===== src/nio_pkg.sv =====
// constants, types and offsets for the digital i/o override block
// assumes one byte-wide plc write/read port and a cyclic update pulse
//
// Behaviour
// RULE_01: input disable bit 1 presents the input as defined 0.
// RULE_02: input disable bit 0 lets the kernel read the pin level.
// RULE_03: input force bit 1 presents 1, ignoring pin and disable.
// RULE_04: force bit 0 passes the pin only when disable is also 0.
// RULE_05: output disable bit 1 drives a defined 0 at the pin.
// RULE_06: output disable bit 0 drives kernel value or plc value.
// RULE_07: overwrite rising edge loads setting value into the kernel value.
// RULE_08: overwritten kernel value is lost; setting value becomes kernel value.
// RULE_09: overwrite acts only on 0-to-1; steady 1 or fall does nothing.
// RULE_10: plc clears the overwrite bit again in its next cycle; the plc model skips the clear when hold is set.
// RULE_11: plc never raises overwrite and setting mask together.
// RULE_12: one setting value byte serves both overwrite and setting mask.
// RULE_13: mask 0 drives kernel value; mask 1 drives setting value, keeps kernel.
// RULE_14: setting value 1 gives level 1, value 0 gives level 0.
// RULE_15: control bytes sampled once per cyclic update, bit per channel.
// RULE_16: output priority: disable, then setting mask, then kernel value.
package nio_pkg;

    // --------------------------------------------------------------
    // geometry
    // --------------------------------------------------------------
    localparam int NIO_MAX_GRP = 5;
    localparam int NIO_MAX_CH = 8 * NIO_MAX_GRP;

    typedef logic [7:0] nio_off_t;
    typedef logic [NIO_MAX_CH-1:0] nio_vec_t;

    // --------------------------------------------------------------
    // byte offsets, one entry per group of eight channels
    // --------------------------------------------------------------
    localparam nio_off_t [0:NIO_MAX_GRP-1] NIO_OFF_DIN_DIS = '{
        8'h00, 8'h7a, 8'h7c, 8'h7e, 8'h80};
    localparam nio_off_t [0:NIO_MAX_GRP-1] NIO_OFF_DIN_FRC = '{
        8'h01, 8'h7b, 8'h7d, 8'h7f, 8'h81};
    localparam nio_off_t [0:NIO_MAX_GRP-1] NIO_OFF_DOUT_DIS = '{
        8'h04, 8'h82, 8'h86, 8'h8a, 8'h8e};
    localparam nio_off_t [0:NIO_MAX_GRP-1] NIO_OFF_DOUT_OW = '{
        8'h05, 8'h83, 8'h87, 8'h8b, 8'h8f};
    localparam nio_off_t [0:NIO_MAX_GRP-1] NIO_OFF_SET_VAL = '{
        8'h06, 8'h84, 8'h88, 8'h8c, 8'h90};
    localparam nio_off_t [0:NIO_MAX_GRP-1] NIO_OFF_SET_MSK = '{
        8'h07, 8'h85, 8'h89, 8'h8d, 8'h91};
    localparam nio_off_t [0:NIO_MAX_GRP-1] NIO_OFF_IN_ACT = '{
        8'h3c, 8'h3d, 8'h3e, 8'h3f, 8'h40};

    // --------------------------------------------------------------
    // reset values
    // --------------------------------------------------------------
    localparam nio_vec_t NIO_RST_VEC = 40'h00_0000_0000;
    localparam logic [7:0] NIO_RST_BYTE = 8'h00;

    // control bytes of all groups, one bit per channel
    typedef struct packed {
        nio_vec_t din_dis;
        nio_vec_t din_frc;
        nio_vec_t dout_dis;
        nio_vec_t dout_ow;
        nio_vec_t set_val;
        nio_vec_t set_msk;
    } nio_ctl_t;

    localparam nio_ctl_t NIO_RST_CTL = '{
        NIO_RST_VEC, NIO_RST_VEC, NIO_RST_VEC,
        NIO_RST_VEC, NIO_RST_VEC, NIO_RST_VEC};

endpackage


===== src/nio_override.sv =====
// per-channel override of kernel digital inputs and outputs by the plc
// assumes plc and kernel ports on sys_clk; input pins are asynchronous
`timescale 1ns/1ps
module nio_override
    import nio_pkg::*;
#(
    parameter int NGRP = NIO_MAX_GRP
)(
    input wire logic sys_clk, // 20 mhz system clock
    input wire logic rst, // async reset, active high
    input wire logic plc_cycle, // cyclic update pulse
    input wire logic plc_wr, // interface byte write strobe
    input wire logic plc_rd, // interface byte read strobe
    input wire logic [7:0] plc_addr, // interface byte offset
    input wire logic [7:0] plc_wdata, // write data
    output logic [7:0] plc_rdata_r, // read data
    output logic plc_rvalid_r, // read data valid pulse
    input wire logic [8*NGRP-1:0] din_pin, // digital input pins
    output logic [8*NGRP-1:0] din_kern_r, // inputs seen by kernel
    input wire logic [8*NGRP-1:0] kern_we, // kernel output write enables
    input wire logic [8*NGRP-1:0] kern_wval, // kernel output values
    output logic [8*NGRP-1:0] kval_r, // stored kernel output values
    output logic [8*NGRP-1:0] dout_pin_r // digital output pins
);

    localparam int NCH = 8 * NGRP;

    // --------------------------------------------------------------
    // elaboration check
    // --------------------------------------------------------------
    if (NGRP < 1 || NGRP > NIO_MAX_GRP) begin : g_bad_ngrp
        $error("nio_override: NGRP out of range");
    end

    // --------------------------------------------------------------
    // declarations
    // --------------------------------------------------------------
    nio_ctl_t shadow_r;
    nio_ctl_t shadow_nxt;
    nio_ctl_t act_r;
    nio_ctl_t act_nxt;
    logic [NCH-1:0] sync1_r;
    logic [NCH-1:0] sync2_r;
    logic [NCH-1:0] sync3_r;
    logic [NCH-1:0] din_lvl_r;
    logic [NCH-1:0] din_lvl_nxt;
    logic [NCH-1:0] din_kern_nxt;
    logic [NCH-1:0] ow_prev_r;
    logic [NCH-1:0] ow_rise;
    logic [NCH-1:0] kval_nxt;
    logic [NCH-1:0] dout_pin_nxt;
    logic [7:0] plc_rdata_nxt;
    logic plc_rvalid_nxt;

    // --------------------------------------------------------------
    // plc interface bytes
    // --------------------------------------------------------------

    // byte writes land in the shadow copy
    always_comb begin
        shadow_nxt = shadow_r;
        if (plc_wr) begin
            for (int g = 0; g < NGRP; g++) begin
                if (plc_addr == NIO_OFF_DIN_DIS[g]) begin
                    shadow_nxt.din_dis[8*g +: 8] = plc_wdata;
                end else if (plc_addr == NIO_OFF_DIN_FRC[g]) begin
                    shadow_nxt.din_frc[8*g +: 8] = plc_wdata;
                end else if (plc_addr == NIO_OFF_DOUT_DIS[g]) begin
                    shadow_nxt.dout_dis[8*g +: 8] = plc_wdata;
                end else if (plc_addr == NIO_OFF_DOUT_OW[g]) begin
                    shadow_nxt.dout_ow[8*g +: 8] = plc_wdata;
                end else if (plc_addr == NIO_OFF_SET_VAL[g]) begin
                    shadow_nxt.set_val[8*g +: 8] = plc_wdata; // [RULE_12]
                end else if (plc_addr == NIO_OFF_SET_MSK[g]) begin
                    shadow_nxt.set_msk[8*g +: 8] = plc_wdata;
                end
            end
        end
    end

    always_ff @(posedge sys_clk or posedge rst) begin
        if (rst) begin
            shadow_r <= NIO_RST_CTL;
        end else begin
            shadow_r <= shadow_nxt;
        end
    end

    // byte reads, unmapped offsets give zero
    always_comb begin
        plc_rdata_nxt = NIO_RST_BYTE;
        plc_rvalid_nxt = plc_rd;
        if (plc_rd) begin
            for (int g = 0; g < NGRP; g++) begin
                if (plc_addr == NIO_OFF_DIN_DIS[g]) begin
                    plc_rdata_nxt = shadow_r.din_dis[8*g +: 8];
                end else if (plc_addr == NIO_OFF_DIN_FRC[g]) begin
                    plc_rdata_nxt = shadow_r.din_frc[8*g +: 8];
                end else if (plc_addr == NIO_OFF_DOUT_DIS[g]) begin
                    plc_rdata_nxt = shadow_r.dout_dis[8*g +: 8];
                end else if (plc_addr == NIO_OFF_DOUT_OW[g]) begin
                    plc_rdata_nxt = shadow_r.dout_ow[8*g +: 8];
                end else if (plc_addr == NIO_OFF_SET_VAL[g]) begin
                    plc_rdata_nxt = shadow_r.set_val[8*g +: 8];
                end else if (plc_addr == NIO_OFF_SET_MSK[g]) begin
                    plc_rdata_nxt = shadow_r.set_msk[8*g +: 8];
                end else if (plc_addr == NIO_OFF_IN_ACT[g]) begin
                    plc_rdata_nxt = din_kern_r[8*g +: 8]; // actual inputs
                end
            end
        end
    end

    always_ff @(posedge sys_clk or posedge rst) begin
        if (rst) begin
            plc_rdata_r <= NIO_RST_BYTE;
            plc_rvalid_r <= 1'b0;
        end else begin
            plc_rdata_r <= plc_rdata_nxt;
            plc_rvalid_r <= plc_rvalid_nxt;
        end
    end

    // --------------------------------------------------------------
    // cyclic update
    // --------------------------------------------------------------

    // all control bytes applied together once per update
    always_comb begin
        act_nxt = act_r;
        if (plc_cycle) begin
            act_nxt = shadow_r; // [RULE_15]
        end
    end

    always_ff @(posedge sys_clk or posedge rst) begin
        if (rst) begin
            act_r <= NIO_RST_CTL;
        end else begin
            act_r <= act_nxt;
        end
    end

    // --------------------------------------------------------------
    // digital inputs
    // --------------------------------------------------------------

    // pin level accepted once stages two and three agree
    always_comb begin
        din_lvl_nxt = (sync2_r & sync3_r) | (din_lvl_r & (sync2_r | sync3_r));
    end

    // force over disable over pin level
    always_comb begin
        din_kern_nxt = act_r.din_frc[NCH-1:0] // [RULE_03]
            | (~act_r.din_dis[NCH-1:0] & din_lvl_r); // [RULE_01] [RULE_02] [RULE_04]
    end

    always_ff @(posedge sys_clk or posedge rst) begin
        if (rst) begin
            sync1_r <= '0;
            sync2_r <= '0;
            sync3_r <= '0;
            din_lvl_r <= '0;
            din_kern_r <= '0;
        end else begin
            sync1_r <= din_pin;
            sync2_r <= sync1_r;
            sync3_r <= sync2_r;
            din_lvl_r <= din_lvl_nxt;
            din_kern_r <= din_kern_nxt;
        end
    end

    // --------------------------------------------------------------
    // digital outputs
    // --------------------------------------------------------------

    // rising edge of the applied overwrite bits
    assign ow_rise = act_r.dout_ow[NCH-1:0] & ~ow_prev_r; // [RULE_09]

    // kernel value: overwrite edge beats a kernel write
    always_comb begin
        for (int i = 0; i < NCH; i++) begin
            if (ow_rise[i]) begin
                kval_nxt[i] = act_r.set_val[i]; // [RULE_07] [RULE_08]
            end else if (kern_we[i]) begin
                kval_nxt[i] = kern_wval[i];
            end else begin
                kval_nxt[i] = kval_r[i];
            end
        end
    end

    // pin: disable, then setting mask, then kernel value
    always_comb begin
        for (int i = 0; i < NCH; i++) begin
            if (act_r.dout_dis[i]) begin
                dout_pin_nxt[i] = 1'b0; // [RULE_05] [RULE_16]
            end else if (act_r.set_msk[i]) begin
                dout_pin_nxt[i] = act_r.set_val[i]; // [RULE_13] [RULE_14]
            end else begin
                dout_pin_nxt[i] = kval_r[i]; // [RULE_06]
            end
        end
    end

    always_ff @(posedge sys_clk or posedge rst) begin
        if (rst) begin
            ow_prev_r <= '0;
            kval_r <= '0;
            dout_pin_r <= '0;
        end else begin
            ow_prev_r <= act_r.dout_ow[NCH-1:0];
            kval_r <= kval_nxt;
            dout_pin_r <= dout_pin_nxt;
        end
    end
endmodule


===== config.mk =====
export PLATFORM = sky130hd
export DESIGN_NAME = nio_override
export DESIGN_NICKNAME = d
export VERILOG_FILES = /design/src/nio_pkg.sv /design/src/nio_override.sv
export SDC_FILE = /design/constraint.sdc
export NUM_CORES = 2
export LEC_CHECK = 0
export BUFFER_PORTS_ARGS = -buffer_cell sky130_fd_sc_hd__buf_2
export CAP_MARGIN = 10
export CORE_UTILIZATION = 59
export DETAILED_ROUTE_END_ITERATION = 10
export GPL_TIMING_DRIVEN = 0
export PLACE_DENSITY = 0.79
export SYNTH_ARGS = -nofsm -noshare
export SYNTH_HDL_FRONTEND = slang
export SYNTH_SLANG_ARGS = --single-unit
export TNS_END_PERCENT = 100

===== constraint.sdc =====
create_clock -name sys_clk -period 29.3 [get_ports sys_clk]
set_input_delay 2.93 -clock sys_clk [delete_from_list [all_inputs] [get_ports sys_clk]]
set_output_delay 2.93 -clock sys_clk [all_outputs]
set_load 0.02 [all_outputs]

==> results.env <==
DIEAREA_UM2=54900
MAIN_AREA_CONTRIBUTORS_AFTER_SYNTHESIS='dfrtp_1 (64%), mux2_2 (16%), mux2i_1 (2.7%)'
POWER.DENSITY_nW_PER_UM2=68.7
CLOCK_TREE.HTREE_LEVEL_COUNT=3
HOLD_CLASS='reg -> reg'
CRITICAL_PATH_REQUIRED_PS=29740
SYNTH_TOP_AREA_SHARE_PCT=63.5
GROUTE.USAGE.OVERALL_PCT=40.6
CTS_REPAIR_RESIZE_COUNT=0
ACTUAL_TRANSITION_AT_THE_WORST_MAX_TRANSITION_PIN_PS=1320
HOLDBUFCOUNTCTS=0
SYNTH-MAIN-FF-CELL='dfrtp_1'
CRIT_FANOUT=10
CP_SLOWEST_CELL='a2111oi_0'
CRITICAL-PATH-MAX-STAGE-DELAY_PS=780
POST-ROUTE-PERIOD-UTIL_PCT=21.0
SYNTHDOMINANTAREACELLTYPE='dfrtp_1'
MAX-CAP-VIOLATIONS=0
SYNTH.CELL_AREA_UM2=31900
NUMBER_OF_ANTENNA_VIOLATIONS_AT_THE_FIRST_CHECK_IN_GLOBAL_ROUTING=10
POWER_SWITCHING_SHARE_PCT=25.0
UNREPAIRED_SETUP_ENDPOINTS_AFTER_GLOBAL_ROUTING='no'
YS_SEQ_AREA_SHARE_PCT=63.5
CLOCK-ROOT-BUFFER='clkbuf_16'
POSTCTSSETUPBUFFERS=0
WORST_SETUP_PATH_START_KIND='primary input'
AREAGROWTHSYNTHTOFINISH_PCT=15.9
START_UTIL_PCT=60.2
CLK_TRANSITION_REPORTED_PATHS_PS=60
POSTSYNTHNETCOUNT=2470
POWER_FRAC_COMB_PCT=8.5
FINALSETUPVIOLCOUNT=0
VIAS_IN_THE_FIRST_GLOBAL_ROUTE=22696
CLKLATENCYLATEPIN_PS=640
SYNTH_SEQ_CELLS=809
DRC=0
SYNTH.LIB_CELLS_USED.DISTINCT=81
CHIPHEIGHT_UM=234
SETUP.WORST_PATH.END_CLASS='flip-flop'
WARNINGS_SYNTHESIS=0
TIMING_WORST_SETUP_PATH_TYPE='in -> reg'
FINAL_SLEW_VIOL_COUNT=0
PLACE.DETAILED.HPWL_UM=75600
HOLD_VIOL=0
DETAILROUTE.VIA_COUNT=22220
NUMCTSBUFFERS=79
POWER.IR.VDD_WORST_V=0.0000696
POWER.STATIC_LEAKAGE_nW=17.8
GRT.OVERFLOW.TOTAL=0
HOLD_WS_PS=343
RUN_STATUS='complete, no violations'
EDFF_COUNT_SYNTH=0
DIE_W_UM=234
DETAIL_ROUTE.WL_PER_CELL_UM=31.8
FINCLKSKEW_PS=22.9
SYNTH.MOST_COMMON_CELL='dfrtp_1'
FLOORPLAN.ROWS=84
MAX_FREQ_GHz=0.162
DRT_PASS1_ITERATIONS=7
ROUTED_VIA_DENSITY=6.49
NUM-FILL-CELLS=3404
DR.FIRST_ITER.DRC_COUNT=2564
SYNTHESIS.AREA_PER_INSTANCE_UM2=13.7
GPL.FINAL_WEIGHTED_CONGESTION=1.03
NETS=2816
POWER.SHARE.CLOCK_PCT=42.1
WIRELENGTH_UM=109000
TIMING.CRITICAL_PATH.CELLS='buf_2 -> and4b_1 -> clkbuf_1 -> clkbuf_1 -> nand3_1 -> o221ai_1 -> a21oi_1 -> a2111oi_0 -> o31ai_1'
PLACEMENT.IO_BUFFERS=258
WORST_SLEW_MARGIN_REL_PCT=11.8
CTS.PATH.MAX_BUFFERS=3
ANTENNA_LEFT=0
TRITONCTS='yes'
PIN_COUNT_OF_THE_BIGGEST_NET_ENTERING_GLOBAL_ROUTING=142
DRIVE_ABOVE_1_SHARE_PCT=32.7
P_SEQ_SHARE_PCT=49.4
GRT_FIRST_PASS_WIRELENGTH_UM=158000
CTS_NUM_SINKS=809
CORE_UM2=53000
SYNTH_ASYNC_SR_FLOP_SHARE_PCT=100
SYNTH.TOP_CELLS.BY_COUNT='dfrtp_1 (809), mux2_2 (443), o21ai_0 (129)'
IO_PINS=270
CRITICAL-PATH-TOP-CELL-BY-COUNT='clkbuf_1'
CELL_INTERNAL_PWR_mW=1.90
PERIOD_NEEDED_PS=6160
POWER.SWITCHING_uW=634
CP_DATA_ARRIVAL_TIME_PS=6600
SYN-INSTANCE-COUNT=2329
POWER.TOTAL_mW=2.54
[critical path, delay by kind of cell]
family                 cells  cell delay, ps
AOI/OAI and AO/OA          4            1820
buffers and inverters      3            1040
and+or+nand+nor            2             810
[cell type report]
class                           instances  area, um2  share of cell area [%]
Buffer                                102        435                    1.18
Inverter                               88        338                   0.915
Timing Repair Buffer                  265       1460                    3.96
Clock buffer                          117       2390                    6.48
Multi-Input combinational cell       1330      10900                    29.4
Sequential cell                       809      20200                    54.8
Antenna cell                            3       7.51                  0.0203
Tap cell                              688        861                    2.33
Clock inverter                         20        339                   0.918
[metrics by stage]
stage	worst slack, ps	std cells	utilization (%)	setup TNS, ps	cell area (um2)
after floorplan	3650	2329	-	0	31900
after global placement	-2700	3275	64.2	-2054400	34000
after detailed placement	22720	3282	64.6	0	34200
after CTS	23310	3419	69.7	0	36900
after global routing	23150	3419	69.7	0	36900
final	23140	3422	69.7	0	36900
[power by group through the flow]
stage          clock network [mW]  registers (mW)  logic, mW
6_report                     1.07            1.25      0.217
4_1_cts                      1.07            1.25      0.216
2_1_floorplan                   0            1.26      0.109
3_5_place_dp                    0            1.27      0.211
5_1_grt                      1.12            1.26      0.232
3_3_place_gp                    0            1.27      0.201
[final timing paths]
kind                                           startpoint                        to  slack, ps  cells past startpoint
worst max-delay path                          plc_addr[7]  plc_rdata_r[3]$_DFF_PP0_      23140                      9
worst min-delay path                sync1_r[30]$_DFF_PP0_     sync2_r[30]$_DFF_PP0_        340                      0
worst max register to register  shadow_r[181]$_DFFE_PP0P_  plc_rdata_r[5]$_DFF_PP0_      26340                      7
worst min register to register      sync1_r[30]$_DFF_PP0_     sync2_r[30]$_DFF_PP0_        340                      0
max in group asynchronous                             rst  shadow_r[68]$_DFFE_PP0P_      24770                      5
min in group asynchronous                             rst      sync2_r[1]$_DFF_PP0_       2390                      2
[sequential cells by signal (all words and copies together), names as in the netlist, 8 cells and up]
name / cells
shadow_r: 240
ow_prev_r: 40
din_kern_r: 40
sync3_r: 40
plc_rdata_r: 8
din_lvl_r: 40
sync2_r: 40
act_r: 240
kval_r: 40
sync1_r: 40
dout_pin_r: 40
[cells by family after synthesis]
kind of cell	after synthesis	synth area share [%]
AO/OA/AOI/OAI	407	8.71
multiplexers	530	18.5
buffers and inverters	190	2.40
AND/OR/NAND/NOR	353	5.63
flip-flops	809	63.5
adder cells (fa/ha/maj)	40	1.26
[layout by cell type, fill, tap and decap left out, drive strengths merged, types with 32 or more instances in the layout]
master    n
clkbuf  187
a21o     47
nor3     32
nor2     99
o31a     42
mux2i    85
nand3    46
buf     297
nand2   103
mux2    443
o21ai   130
maj3     40
a21oi    39
dfrtp   809
inv      91
[layer usage]
metal	vias up	wire, um	share of wire [%]	GRT usage [%]
met5	-	30	0.028	0
met4	6	4410	4.1	16.0
met3	244	9220	8.5	8.86
met2	1176	48800	45	60.6
met1	11701	46400	43	58.6
li1	9093	-	-	-
Note: power is estimated with default switching activity, not from simulation.
